File: src/logic/bank_sel_pkg.sv
`default_nettype none
package bank_sel_pkg;
  localparam int NUM_BANKS = 8;
  localparam int ADDR_W = 4;

  // Register byte offsets
  localparam logic [3:0] ADDR_CTRL = 4'h0;
  localparam logic [3:0] ADDR_TARGET = 4'h4;
  localparam logic [3:0] ADDR_REMOTE = 4'h8;
  localparam logic [3:0] ADDR_STATUS = 4'hC;

  // CTRL fields
  localparam int CTRL_EN_BIT = 0;
  localparam int CTRL_CNT_LSB = 4;
  localparam int CNT_W = 3;

  // STATUS fields
  localparam int STAT_ACT_LSB = 0;
  localparam int STAT_EN_BIT = 3;
  localparam int STAT_NOTCONF_BIT = 4;
  localparam int STAT_FORCEFAIL_BIT = 5;
  localparam int STAT_PRIOFAIL_BIT = 6;
  localparam int STAT_LEVEL_LSB = 8;

  // Target and remote code field: 0 is none, 1..8 is bank 1..8
  localparam int CODE_W = 4;
  localparam logic [3:0] CODE_NONE = 4'h0;

  // Reset values
  localparam logic RST_EN = 1'b0;
  localparam logic [2:0] RST_COUNT = 3'h0;
  localparam logic [2:0] RST_ACTIVE = 3'h0;

  typedef struct packed {
    logic [ADDR_W-1:0] addr;
    logic [31:0] wdata;
    logic wr;
    logic rd;
  } bus_req_t;

  typedef struct packed {
    logic not_configured;
    logic force_refused;
    logic lower_priority;
  } fail_t;
endpackage : bank_sel_pkg
`default_nettype wire

File: src/logic/parameter_bank_selector.sv
// Operation
// - Force needs configured bank and enable on
// - Enabled force selects any configured bank
// - Force released: held levels retake control
// - Read-only active bank, bank 1 after reset
// - Force target none or 1..8, pulse-like
// - Forced bank stays until another request
// - Enable defaults off, needed for changes
// - Bank count 1..8, new banks get defaults
// - Remote code none or 1..8 requests bank
// - Bank 1 held level blocks all others
// - Inputs pulse or level, priority 1 to 8
// - Held level blocks lower, higher still served
// - Pulse-selected bank holds until next request
// - Bank 8 level blocks nothing
// - Unconfigured request rejected and flagged
//
// The register addresses and the strobed register port were chosen for this implementation.
`timescale 1ns/1ns
`default_nettype none
module parameter_bank_selector #(
  parameter int NUM_BANKS = bank_sel_pkg::NUM_BANKS
) (
  input wire logic CLK,
  input wire logic RESETN,
  input wire bank_sel_pkg::bus_req_t BUS_REQ,
  output logic [31:0] RDATA,
  input wire logic [NUM_BANKS-1:0] BANK_REQ,
  output logic [2:0] ACTIVE_BANK,
  output logic [NUM_BANKS-1:0] BANK_ACTIVE,
  output logic [NUM_BANKS-1:0] BANK_INIT,
  output logic OVERRIDE_ON,
  output bank_sel_pkg::fail_t REQ_FAIL
);

  typedef struct packed {
    logic [NUM_BANKS-1:0] sync1;
    logic [NUM_BANKS-1:0] sync2;
    logic [NUM_BANKS-1:0] prev;
    logic override_enable;
    logic [2:0] count;
    logic [3:0] override_target;
    logic [3:0] remote_target;
    logic [2:0] active;
    logic [NUM_BANKS-1:0] active_hot;
    logic [NUM_BANKS-1:0] init_pulse;
    bank_sel_pkg::fail_t fail;
    logic [31:0] rdata;
  } state_t;

  state_t s_reg;
  state_t s_next;

  // Lowest index wins, so bank 1 has the highest priority
  function automatic logic [2:0] first_set(input logic [NUM_BANKS-1:0] v);
    logic [2:0] idx;
    idx = 3'h0;
    for (int i = NUM_BANKS - 1; i >= 0; i--) begin
      if (v[i]) begin
        idx = 3'(i);
      end
    end
    return idx;
  endfunction : first_set

  function automatic logic [NUM_BANKS-1:0] cfg_mask(input logic [2:0] cnt);
    logic [NUM_BANKS-1:0] m;
    m = '0;
    for (int i = 0; i < NUM_BANKS; i++) begin
      m[i] = (3'(i) <= cnt);
    end
    return m;
  endfunction : cfg_mask

  function automatic logic [NUM_BANKS-1:0] above_mask(input logic [2:0] idx);
    logic [NUM_BANKS-1:0] m;
    m = '0;
    for (int i = 0; i < NUM_BANKS; i++) begin
      m[i] = (3'(i) < idx);
    end
    return m;
  endfunction : above_mask

  logic [NUM_BANKS-1:0] cfg;
  logic [NUM_BANKS-1:0] lvl;
  logic [NUM_BANKS-1:0] lvl_prev;
  logic [NUM_BANKS-1:0] cand;
  logic [NUM_BANKS-1:0] new_cfg;
  logic [2:0] code_idx;
  logic [2:0] new_count;
  logic new_en;
  logic level_evt;
  logic wr_ctrl;
  logic wr_target;
  logic wr_remote;
  logic wr_status;
  logic code_set;
  logic code_cfg;
  bank_sel_pkg::fail_t fail_set;
  bank_sel_pkg::fail_t fail_clr;
  logic [31:0] status_word;

  always_comb begin
    s_next = s_reg;
    fail_set = '0;
    fail_clr = '0;
    cand = '0;
    s_next.sync1 = BANK_REQ;
    s_next.sync2 = s_reg.sync1;
    s_next.prev = s_reg.sync2;
    s_next.init_pulse = '0;

    wr_ctrl = BUS_REQ.wr && (BUS_REQ.addr == bank_sel_pkg::ADDR_CTRL);
    wr_target = BUS_REQ.wr && (BUS_REQ.addr == bank_sel_pkg::ADDR_TARGET);
    wr_remote = BUS_REQ.wr && (BUS_REQ.addr == bank_sel_pkg::ADDR_REMOTE);
    wr_status = BUS_REQ.wr && (BUS_REQ.addr == bank_sel_pkg::ADDR_STATUS);

    cfg = cfg_mask(s_reg.count);
    lvl = s_reg.sync2 & cfg;
    lvl_prev = s_reg.prev & cfg;
    code_set = BUS_REQ.wdata[3:0] != bank_sel_pkg::CODE_NONE;
    code_idx = 3'(BUS_REQ.wdata[3:0] - 4'h1);
    code_cfg = (BUS_REQ.wdata[3:0] <= 4'h8) && cfg[code_idx];

    // Enable stays until software clears it
    new_en = s_reg.override_enable;
    new_count = s_reg.count;
    if (wr_ctrl) begin
      new_en = BUS_REQ.wdata[bank_sel_pkg::CTRL_EN_BIT];
      new_count = BUS_REQ.wdata[bank_sel_pkg::CTRL_CNT_LSB +: 3];
    end
    new_cfg = cfg_mask(new_count);
    s_next.override_enable = new_en;
    s_next.count = new_count;
    // Freshly enabled banks are told to load default contents
    s_next.init_pulse = new_cfg & ~cfg;

    // Local inputs act on any change of held levels while the override is off; release of
    // the override also hands control back to held levels.
    level_evt = !s_reg.override_enable && (lvl != lvl_prev);
    if (s_reg.override_enable && !new_en && |lvl) begin
      level_evt = 1'b1;
    end
    if (new_en) begin
      level_evt = 1'b0;
    end
    if (level_evt && |lvl) begin
      // Highest held level wins; lower ones are blocked
      cand[first_set(lvl)] = 1'b1;
    end
    if (!s_reg.override_enable &&
        |(s_reg.sync2 & ~s_reg.prev & ~cfg)) begin
      fail_set.not_configured = 1'b1;
    end

    if (wr_target) begin
      s_next.override_target = BUS_REQ.wdata[3:0];
      if (code_set) begin
        if (!s_reg.override_enable) begin
          fail_set.force_refused = 1'b1;
        end else if (!code_cfg) begin
          fail_set.not_configured = 1'b1;
        end else begin
          // One-shot request: the bank then holds on its own
          cand[code_idx] = 1'b1;
        end
      end
    end

    if (wr_remote) begin
      s_next.remote_target = BUS_REQ.wdata[3:0];
      if (code_set) begin
        if (!s_reg.override_enable) begin
          fail_set.force_refused = 1'b1;
        end else if (!code_cfg) begin
          fail_set.not_configured = 1'b1;
        end else if (|(lvl & above_mask(code_idx))) begin
          fail_set.lower_priority = 1'b1;
        end else begin
          cand[code_idx] = 1'b1;
        end
      end
    end

    // Active bank changes only on a request and otherwise holds
    if (|cand) begin
      s_next.active = first_set(cand);
    end
    s_next.active_hot = '0;
    s_next.active_hot[s_next.active] = 1'b1;

    // Sticky failure flags, write one to clear; a set wins
    if (wr_status) begin
      fail_clr.not_configured =
        BUS_REQ.wdata[bank_sel_pkg::STAT_NOTCONF_BIT];
      fail_clr.force_refused =
        BUS_REQ.wdata[bank_sel_pkg::STAT_FORCEFAIL_BIT];
      fail_clr.lower_priority =
        BUS_REQ.wdata[bank_sel_pkg::STAT_PRIOFAIL_BIT];
    end
    s_next.fail = (s_reg.fail & ~fail_clr) | fail_set;

    status_word = '0;
    status_word[bank_sel_pkg::STAT_ACT_LSB +: 3] = s_reg.active;
    status_word[bank_sel_pkg::STAT_EN_BIT] = s_reg.override_enable;
    status_word[bank_sel_pkg::STAT_NOTCONF_BIT] = s_reg.fail.not_configured;
    status_word[bank_sel_pkg::STAT_FORCEFAIL_BIT] = s_reg.fail.force_refused;
    status_word[bank_sel_pkg::STAT_PRIOFAIL_BIT] = s_reg.fail.lower_priority;
    status_word[bank_sel_pkg::STAT_LEVEL_LSB +: NUM_BANKS] = s_reg.sync2;

    s_next.rdata = '0;
    if (BUS_REQ.rd) begin
      case (BUS_REQ.addr)
        bank_sel_pkg::ADDR_CTRL: begin
          s_next.rdata[bank_sel_pkg::CTRL_EN_BIT] = s_reg.override_enable;
          s_next.rdata[bank_sel_pkg::CTRL_CNT_LSB +: 3] = s_reg.count;
        end
        bank_sel_pkg::ADDR_TARGET: begin
          s_next.rdata[3:0] = s_reg.override_target;
        end
        bank_sel_pkg::ADDR_REMOTE: begin
          s_next.rdata[3:0] = s_reg.remote_target;
        end
        bank_sel_pkg::ADDR_STATUS: begin
          s_next.rdata = status_word;
        end
        default: begin
          s_next.rdata = '0;
        end
      endcase
    end
  end

  always_ff @(posedge CLK or negedge RESETN) begin
    if (!RESETN) begin
      s_reg <= '0;
      s_reg.override_enable <= bank_sel_pkg::RST_EN;
      s_reg.count <= bank_sel_pkg::RST_COUNT;
      s_reg.override_target <= bank_sel_pkg::CODE_NONE;
      s_reg.remote_target <= bank_sel_pkg::CODE_NONE;
      s_reg.active <= bank_sel_pkg::RST_ACTIVE;
      s_reg.active_hot <= NUM_BANKS'(1);
    end else begin
      s_reg <= s_next;
    end
  end

  assign RDATA = s_reg.rdata;
  assign ACTIVE_BANK = s_reg.active;
  assign BANK_ACTIVE = s_reg.active_hot;
  assign BANK_INIT = s_reg.init_pulse;
  assign OVERRIDE_ON = s_reg.override_enable;
  assign REQ_FAIL = s_reg.fail;

endmodule : parameter_bank_selector
`default_nettype wire

File: config.mk
export PLATFORM = sky130hd
export DESIGN_NAME = parameter_bank_selector
export DESIGN_NICKNAME = d
export VERILOG_FILES = /design/src/logic/bank_sel_pkg.sv /design/src/logic/parameter_bank_selector.sv
export SDC_FILE = /design/constraint.sdc
export NUM_CORES = 1
export LEC_CHECK = 0
export BUFFER_PORTS_ARGS = -buffer_cell sky130_fd_sc_hd__buf_2
export CELL_PAD_IN_SITES_DETAIL_PLACEMENT = 2
export CELL_PAD_IN_SITES_GLOBAL_PLACEMENT = 2
export CORE_ASPECT_RATIO = 0.6
export CORE_MARGIN = 4
export CORE_UTILIZATION = 32
export DETAILED_ROUTE_END_ITERATION = 8
export PLACE_DENSITY = 0.78
export SETUP_SLACK_MARGIN = 0.3
export SYNTH_ARGS = -nofsm -noshare
export SYNTH_HDL_FRONTEND = slang
export SYNTH_SLANG_ARGS = --single-unit
export TNS_END_PERCENT = 5
File: constraint.sdc
create_clock -name CLK -period 3.1 [get_ports CLK]
set_clock_uncertainty 0.1 [all_clocks]
set_input_delay 0.465 -clock CLK [delete_from_list [all_inputs] [get_ports CLK]]
set_output_delay 0.465 -clock CLK [all_outputs]
set_load 0.005 [all_outputs]
## Word level (Yosys, flattened, before mapping)

Index checks and enable logic that the tools add are counted.

| storage, ports and cells | value |
|---|---|
| RAM bits | 0 |
| output and inout port bits | 55 |
| register bits | 90 |
| memory bits (read-only) | 0 |
| latch bits | 0 |
| memories kept | 0 |
| bits of input ports | 48 |

| cells by class | value |
|---|---|
| eq/ne operators | 4 |
| bitwise logic cells | 13 |
| reduce and logical (&&, ||, !) cells | 21 |
| multiplexer cells | 60 |
| add/sub/neg operators | 1 |
| divide/modulo/power cells | 0 |
| order comparisons | 31 |
| multiply operators | 0 |
| shift operators | 0 |

Operators with widths:

| operator | count |
|---|---|
| 2-to-1 mux 8 bit | 10 |
| 2-to-1 mux 3 bit | 22 |
| bitwise AND 8 bit | 6 |
| OR reduction 8 bit | 4 |
| less-or-equal comparator 3 bit, first input constant | 8 |
| 2-to-1 mux 1 bit | 17 |
| 2-to-1 mux 16 bit | 1 |
| inverter 8 bit | 2 |
| bitwise OR 8 bit | 2 |
| logical AND 1 bit | 13 |
| less-or-equal comparator 1 x 3 -> 1 bit, first input constant | 4 |
| less-or-equal comparator 2 x 3 -> 1 bit, first input constant | 4 |
| < comparator 3 bit, first input constant | 4 |
| < comparator 3 x 4 -> 1 bit, second input constant | 3 |
| demux 1 bit (select 3 bit) | 3 |
| greater-or-equal comparator 3 x 1 -> 1 bit, second input constant | 3 |
| 2-to-1 mux 9 bit | 1 |
| one-hot mux 3 bit (3 select lines) | 1 |
| == test 4 bit, second input constant | 2 |
| inequality test 8 bit | 1 |
| < comparator 1 x 3 -> 1 bit, first input constant | 2 |
| < comparator 2 x 3 -> 1 bit, first input constant | 2 |
| one-hot mux 3 bit (2 select lines) | 1 |
| == test 4 x 3 -> 1 bit, second input constant | 1 |
| 11 further kinds | 13 |

## Depth between registers and ports, before layout

| logic depth | value |
|---|---|
| depth after elaboration | 40 |
| mapped depth | 12 |
| gate-level depth less buffers | 10 |

## Worst setup path after synthesis

Ideal clock, no wire load.

| timing | value |
|---|---|
| kind | in2reg |
| start | input port BUS_REQ[2] (netlist bit) |
| end | register s_reg (netlist bit BANK_ACTIVE[4]) |
| arrival time | 2750 ps |
| buffers on the path | 3 |
| cell stages on the path | 12 |
| data required time | 2880 ps |
| library setup time | 120 ps |
| path slack | 130 ps |
| cell sequence | buf_2 -> inv_1 -> ha_1 -> clkbuf_2 -> nand2b_1 -> nor2_1 -> a311o_1 -> or4_4 -> and2_4 -> a21o_1 -> buf_6 -> and3_1 |

RTL lines:

| element | line | RTL |
|---|---|---|
| start: declaration | parameter_bank_selector.sv:26 | `input wire bank_sel_pkg::bus_req_t BUS_REQ,` |
| end signal: assignment | parameter_bank_selector.sv:244 | `s_reg <= s_next;` |
| end: declaration | parameter_bank_selector.sv:51 | `state_t s_reg;` |

==> flow_metrics.env <==
export IMPL_outcome="finished clean"
export IMPL_cap_violations=0
export IMPL_yosysWarnings=0
export IMPL_hpwl_microns=7280
export IMPL_cp_arrival_ns=2.87
export IMPL_max_freq_mhz=364
export IMPL_antenna_found_initial=0
export IMPL_nNetsFinal=431
export IMPL_end_kind="register"
export IMPL_crit_buf_inv=1
export IMPL_hold_violations=0
export IMPL_io_buffers=60
export IMPL_io_pin_count=103
export IMPL_min_period_over_period_pct=88.7
export IMPL_clkTransAtPathRegs_ns=0.06
export IMPL_die_width_microns=145
export IMPL_synth_seq_cells=73
export IMPL_cpPeakStageDelay_ns=0.58
export IMPL_power_density_nw_per_um2=666
export IMPL_synth_edf_count=0
export IMPL_grt_pass1_vias=2856
export IMPL_drc_errors=0
export IMPL_die_area_sq_um=13100
export IMPL_start_util_pct=33.5
export IMPL_r2r_cells=8
export IMPL_grt_usage_pct=16.1
export IMPL_syn_area_sq_um=3610
export IMPL_tns_ns=0
export IMPL_multi_input_area_sq_um=1360
export IMPL_crit_type="register to register"
export IMPL_cts_tree="built"
export IMPL_cts_buffer_depth=2
export IMPL_grt_ovfl_total=0
export IMPL_worstMarginPinSlew_ns=0.756
export IMPL_grt_first_pass_wirelength_microns=16600
export IMPL_hold_path_class="input port to asynchronous set/reset pin"
export IMPL_finalPower_uw=2770
export IMPL_rrSetupSlack_ns=0.35
export IMPL_gp_congestion=0.829
export IMPL_root_buffer="clkbuf_16"
export IMPL_grt_max_degree=45
export IMPL_wirelength_microns=10100
export IMPL_cp_start_kind="register"
export IMPL_vias=2608
export IMPL_synthArstFlopShare_pct=100
export IMPL_ys_flop_type="dfrtp_1"
export IMPL_numCtsBuffers=9
export IMPL_slowest_stage="dfrtp_4"
export IMPL_syn_area_per_cell_sq_um=10.7
export IMPL_seq_area_sq_um=1840
export IMPL_drive_above_1_share_pct=32.9
export IMPL_reg2reg_from="s_reg[62]"
export IMPL_regToRegEndpoint="BANK_ACTIVE[6]"
export IMPL_clock_sinks=73
export IMPL_crit_chain="o31ai_2, nor2_1, a211o_1, or4_4, nand4_1, o211a_4, clkinv_1, and3_1"
export IMPL_cpLargestDelayFamily="simple AND/OR/NAND/NOR gates"
export IMPL_cp_max_fo=16
export IMPL_wire_per_inst_microns=19.2
export IMPL_largest_register_ffs=19
export IMPL_dr_pass1_iters=4
export IMPL_rsz0062_at_grt="false"
export IMPL_required_ns=3.22
export IMPL_ys_seq_area_share_pct=50.7
export IMPL_viasPerCell=4.97
export IMPL_drv_slew=0
export IMPL_synth_cell_type_count=57
export IMPL_htreeDepth=3
export IMPL_setup_violations_final=0
export IMPL_max_slew_margin_pct=49.6
export IMPL_ir_drop_mv=0.253
export IMPL_die_h_microns=90.2
export IMPL_ant_nets=0
export IMPL_rows=29
export IMPL_layout_min_cycle_time_ns=2.75
export IMPL_clock_latency_ns=0.34
export IMPL_drt_initial_drc_count=173
export IMPL_power_leakage_uw=0.00201
export IMPL_synthToLayoutAreaGrowth_pct=15.4
export IMPL_syn_inst=338
export IMPL_antennaDiodeCount=0
export IMPL_fillCellCount=1171
export IMPL_core_area_sq_um=10800
## cell usage in the layout (no fill, tap or decap), types with 3 or more instances in the layout
cell / n
a21oi_1: 9
a22oi_1: 7
a31oi_1: 3
and2_1: 9
and3_1: 9
buf_2: 60
buf_4: 20
clkbuf_16: 9
clkinvlp_4: 3
conb_1: 18
dfrtp_1: 69
inv_1: 9
mux2_2: 7
mux2i_1: 4
nand2_1: 19
nand2b_1: 7
nand3_1: 4
nand4_1: 3
nor2_1: 21
nor3_1: 10
o211ai_1: 5
o21ai_0: 11
o22ai_1: 3
or2_2: 3
xor2_1: 8
## worst reg2reg max path, stage by stage (launching register included)
cell      delay [ns]
dfrtp_4         0.58
o31ai_2         0.31
nor2_1          0.09
a211o_1         0.27
or4_4           0.55
nand4_1         0.15
o211a_4         0.21
clkinv_1        0.16
and3_1          0.21
## stage by stage
stage / utilization (%) / hold WS (ns) / cell area, sq um / setup slack, ns / std cells
finish: 38.6 / 0.0941 / 4160 / 0.352 / 525
global route: 38.6 / 0.112 / 4160 / 0.298 / 525
CTS: 38.4 / 0.111 / 4140 / 0.321 / 524
detailed placement: 35.7 / 0.238 / 3850 / 0.0398 / 508
global placement: 35.7 / 0.234 / 3850 / 0.141 / 508
floorplan: - / 0.0694 / 3700 / 0.315 / 355
## routing by layer
layer	vias to the layer above	routed length (microns)	global-route usage [%]	share of wire, %
li1	1188	-	-	-
met2	70	4490	24.5	45
met1	1340	4800	22.5	48
met5	-	0	0	0
met4	0	116	4.34	1.2
met3	10	655	4.57	6.5
## power breakdown
group          switching, uW  leakage, uW  total, uW  internal [uW]
sequential               128     0.000917       1200           1080
combinational            334     0.000965        597            263
clock                    426     0.000128        973            546
total                    888      0.00201       2770           1880
## timing repair
| item | in CTS | in global routing |
|---|---|---|
| hold buffers | 0 | 0 |
| buffers inserted | 0 | 1 |
| setup endpoints to repair | 9 | 8 |
| pin swaps | 0 | 1 |
| resized for setup | 3 | 6 |
## area by class of cell
type                            instances  area share, %
Inverter                               12           1.08
Sequential cell                        73           44.1
Timing Repair Buffer                   81           11.3
Multi-Input combinational cell        204           32.6
Tap cell                              139           4.18
Clock inverter                          7           1.29
Clock buffer                            9           5.41
## logic make-up (layout without fill, tap and decap cells)
| family | after synthesis | in the layout | share of synthesized area [%] |
|---|---|---|---|
| and+or+nand+nor | 97 | 97 | 14.3 |
| buffers and inverters | 78 | 109 | 14.4 |
| DFF | 73 | 73 | 50.7 |
| AOI/OAI and AO/OA | 64 | 64 | 12.8 |
| muxes | 12 | 12 | 3.92 |
| xor gates and xnor gates | 11 | 11 | 3.19 |
| adders and majority gates | 2 | 2 | 0.694 |
| other | 1 | 18 | 0.104 |
## synth_stat cells (all sizes together) (4+ instances only)
master	count	area, sq um
buf	60	450
inv	11	41.3
and2	10	65.1
and3	9	56.3
mux2i	4	40.0
dfrtp	72	1800
a22oi	7	52.6
nor3	11	66.3
nor2	21	78.8
o21ai	12	60.1
mux2	7	78.8
a21oi	10	50.1
nand3	4	20.0
nand2b	8	50.1
clkbuf	6	23.8
nand2	19	71.3
xor2	8	70.1
o211ai	5	37.5
## how the worst max path moves through the flow
stage                    start             end  slack [ns]  cells past startpoint
floorplan           BUS_REQ[2]  BANK_ACTIVE[4]        0.31                     12
global placement    BUS_REQ[3]  BANK_ACTIVE[5]        0.14                     11
detailed placement  BUS_REQ[3]  BANK_ACTIVE[7]        0.04                     11
CTS                  s_reg[62]  BANK_ACTIVE[6]        0.32                      7
global route         s_reg[62]  BANK_ACTIVE[6]        0.30                      7
finish               s_reg[62]  BANK_ACTIVE[6]        0.35                      8
Note: power is estimated with default switching activity, not from simulation.
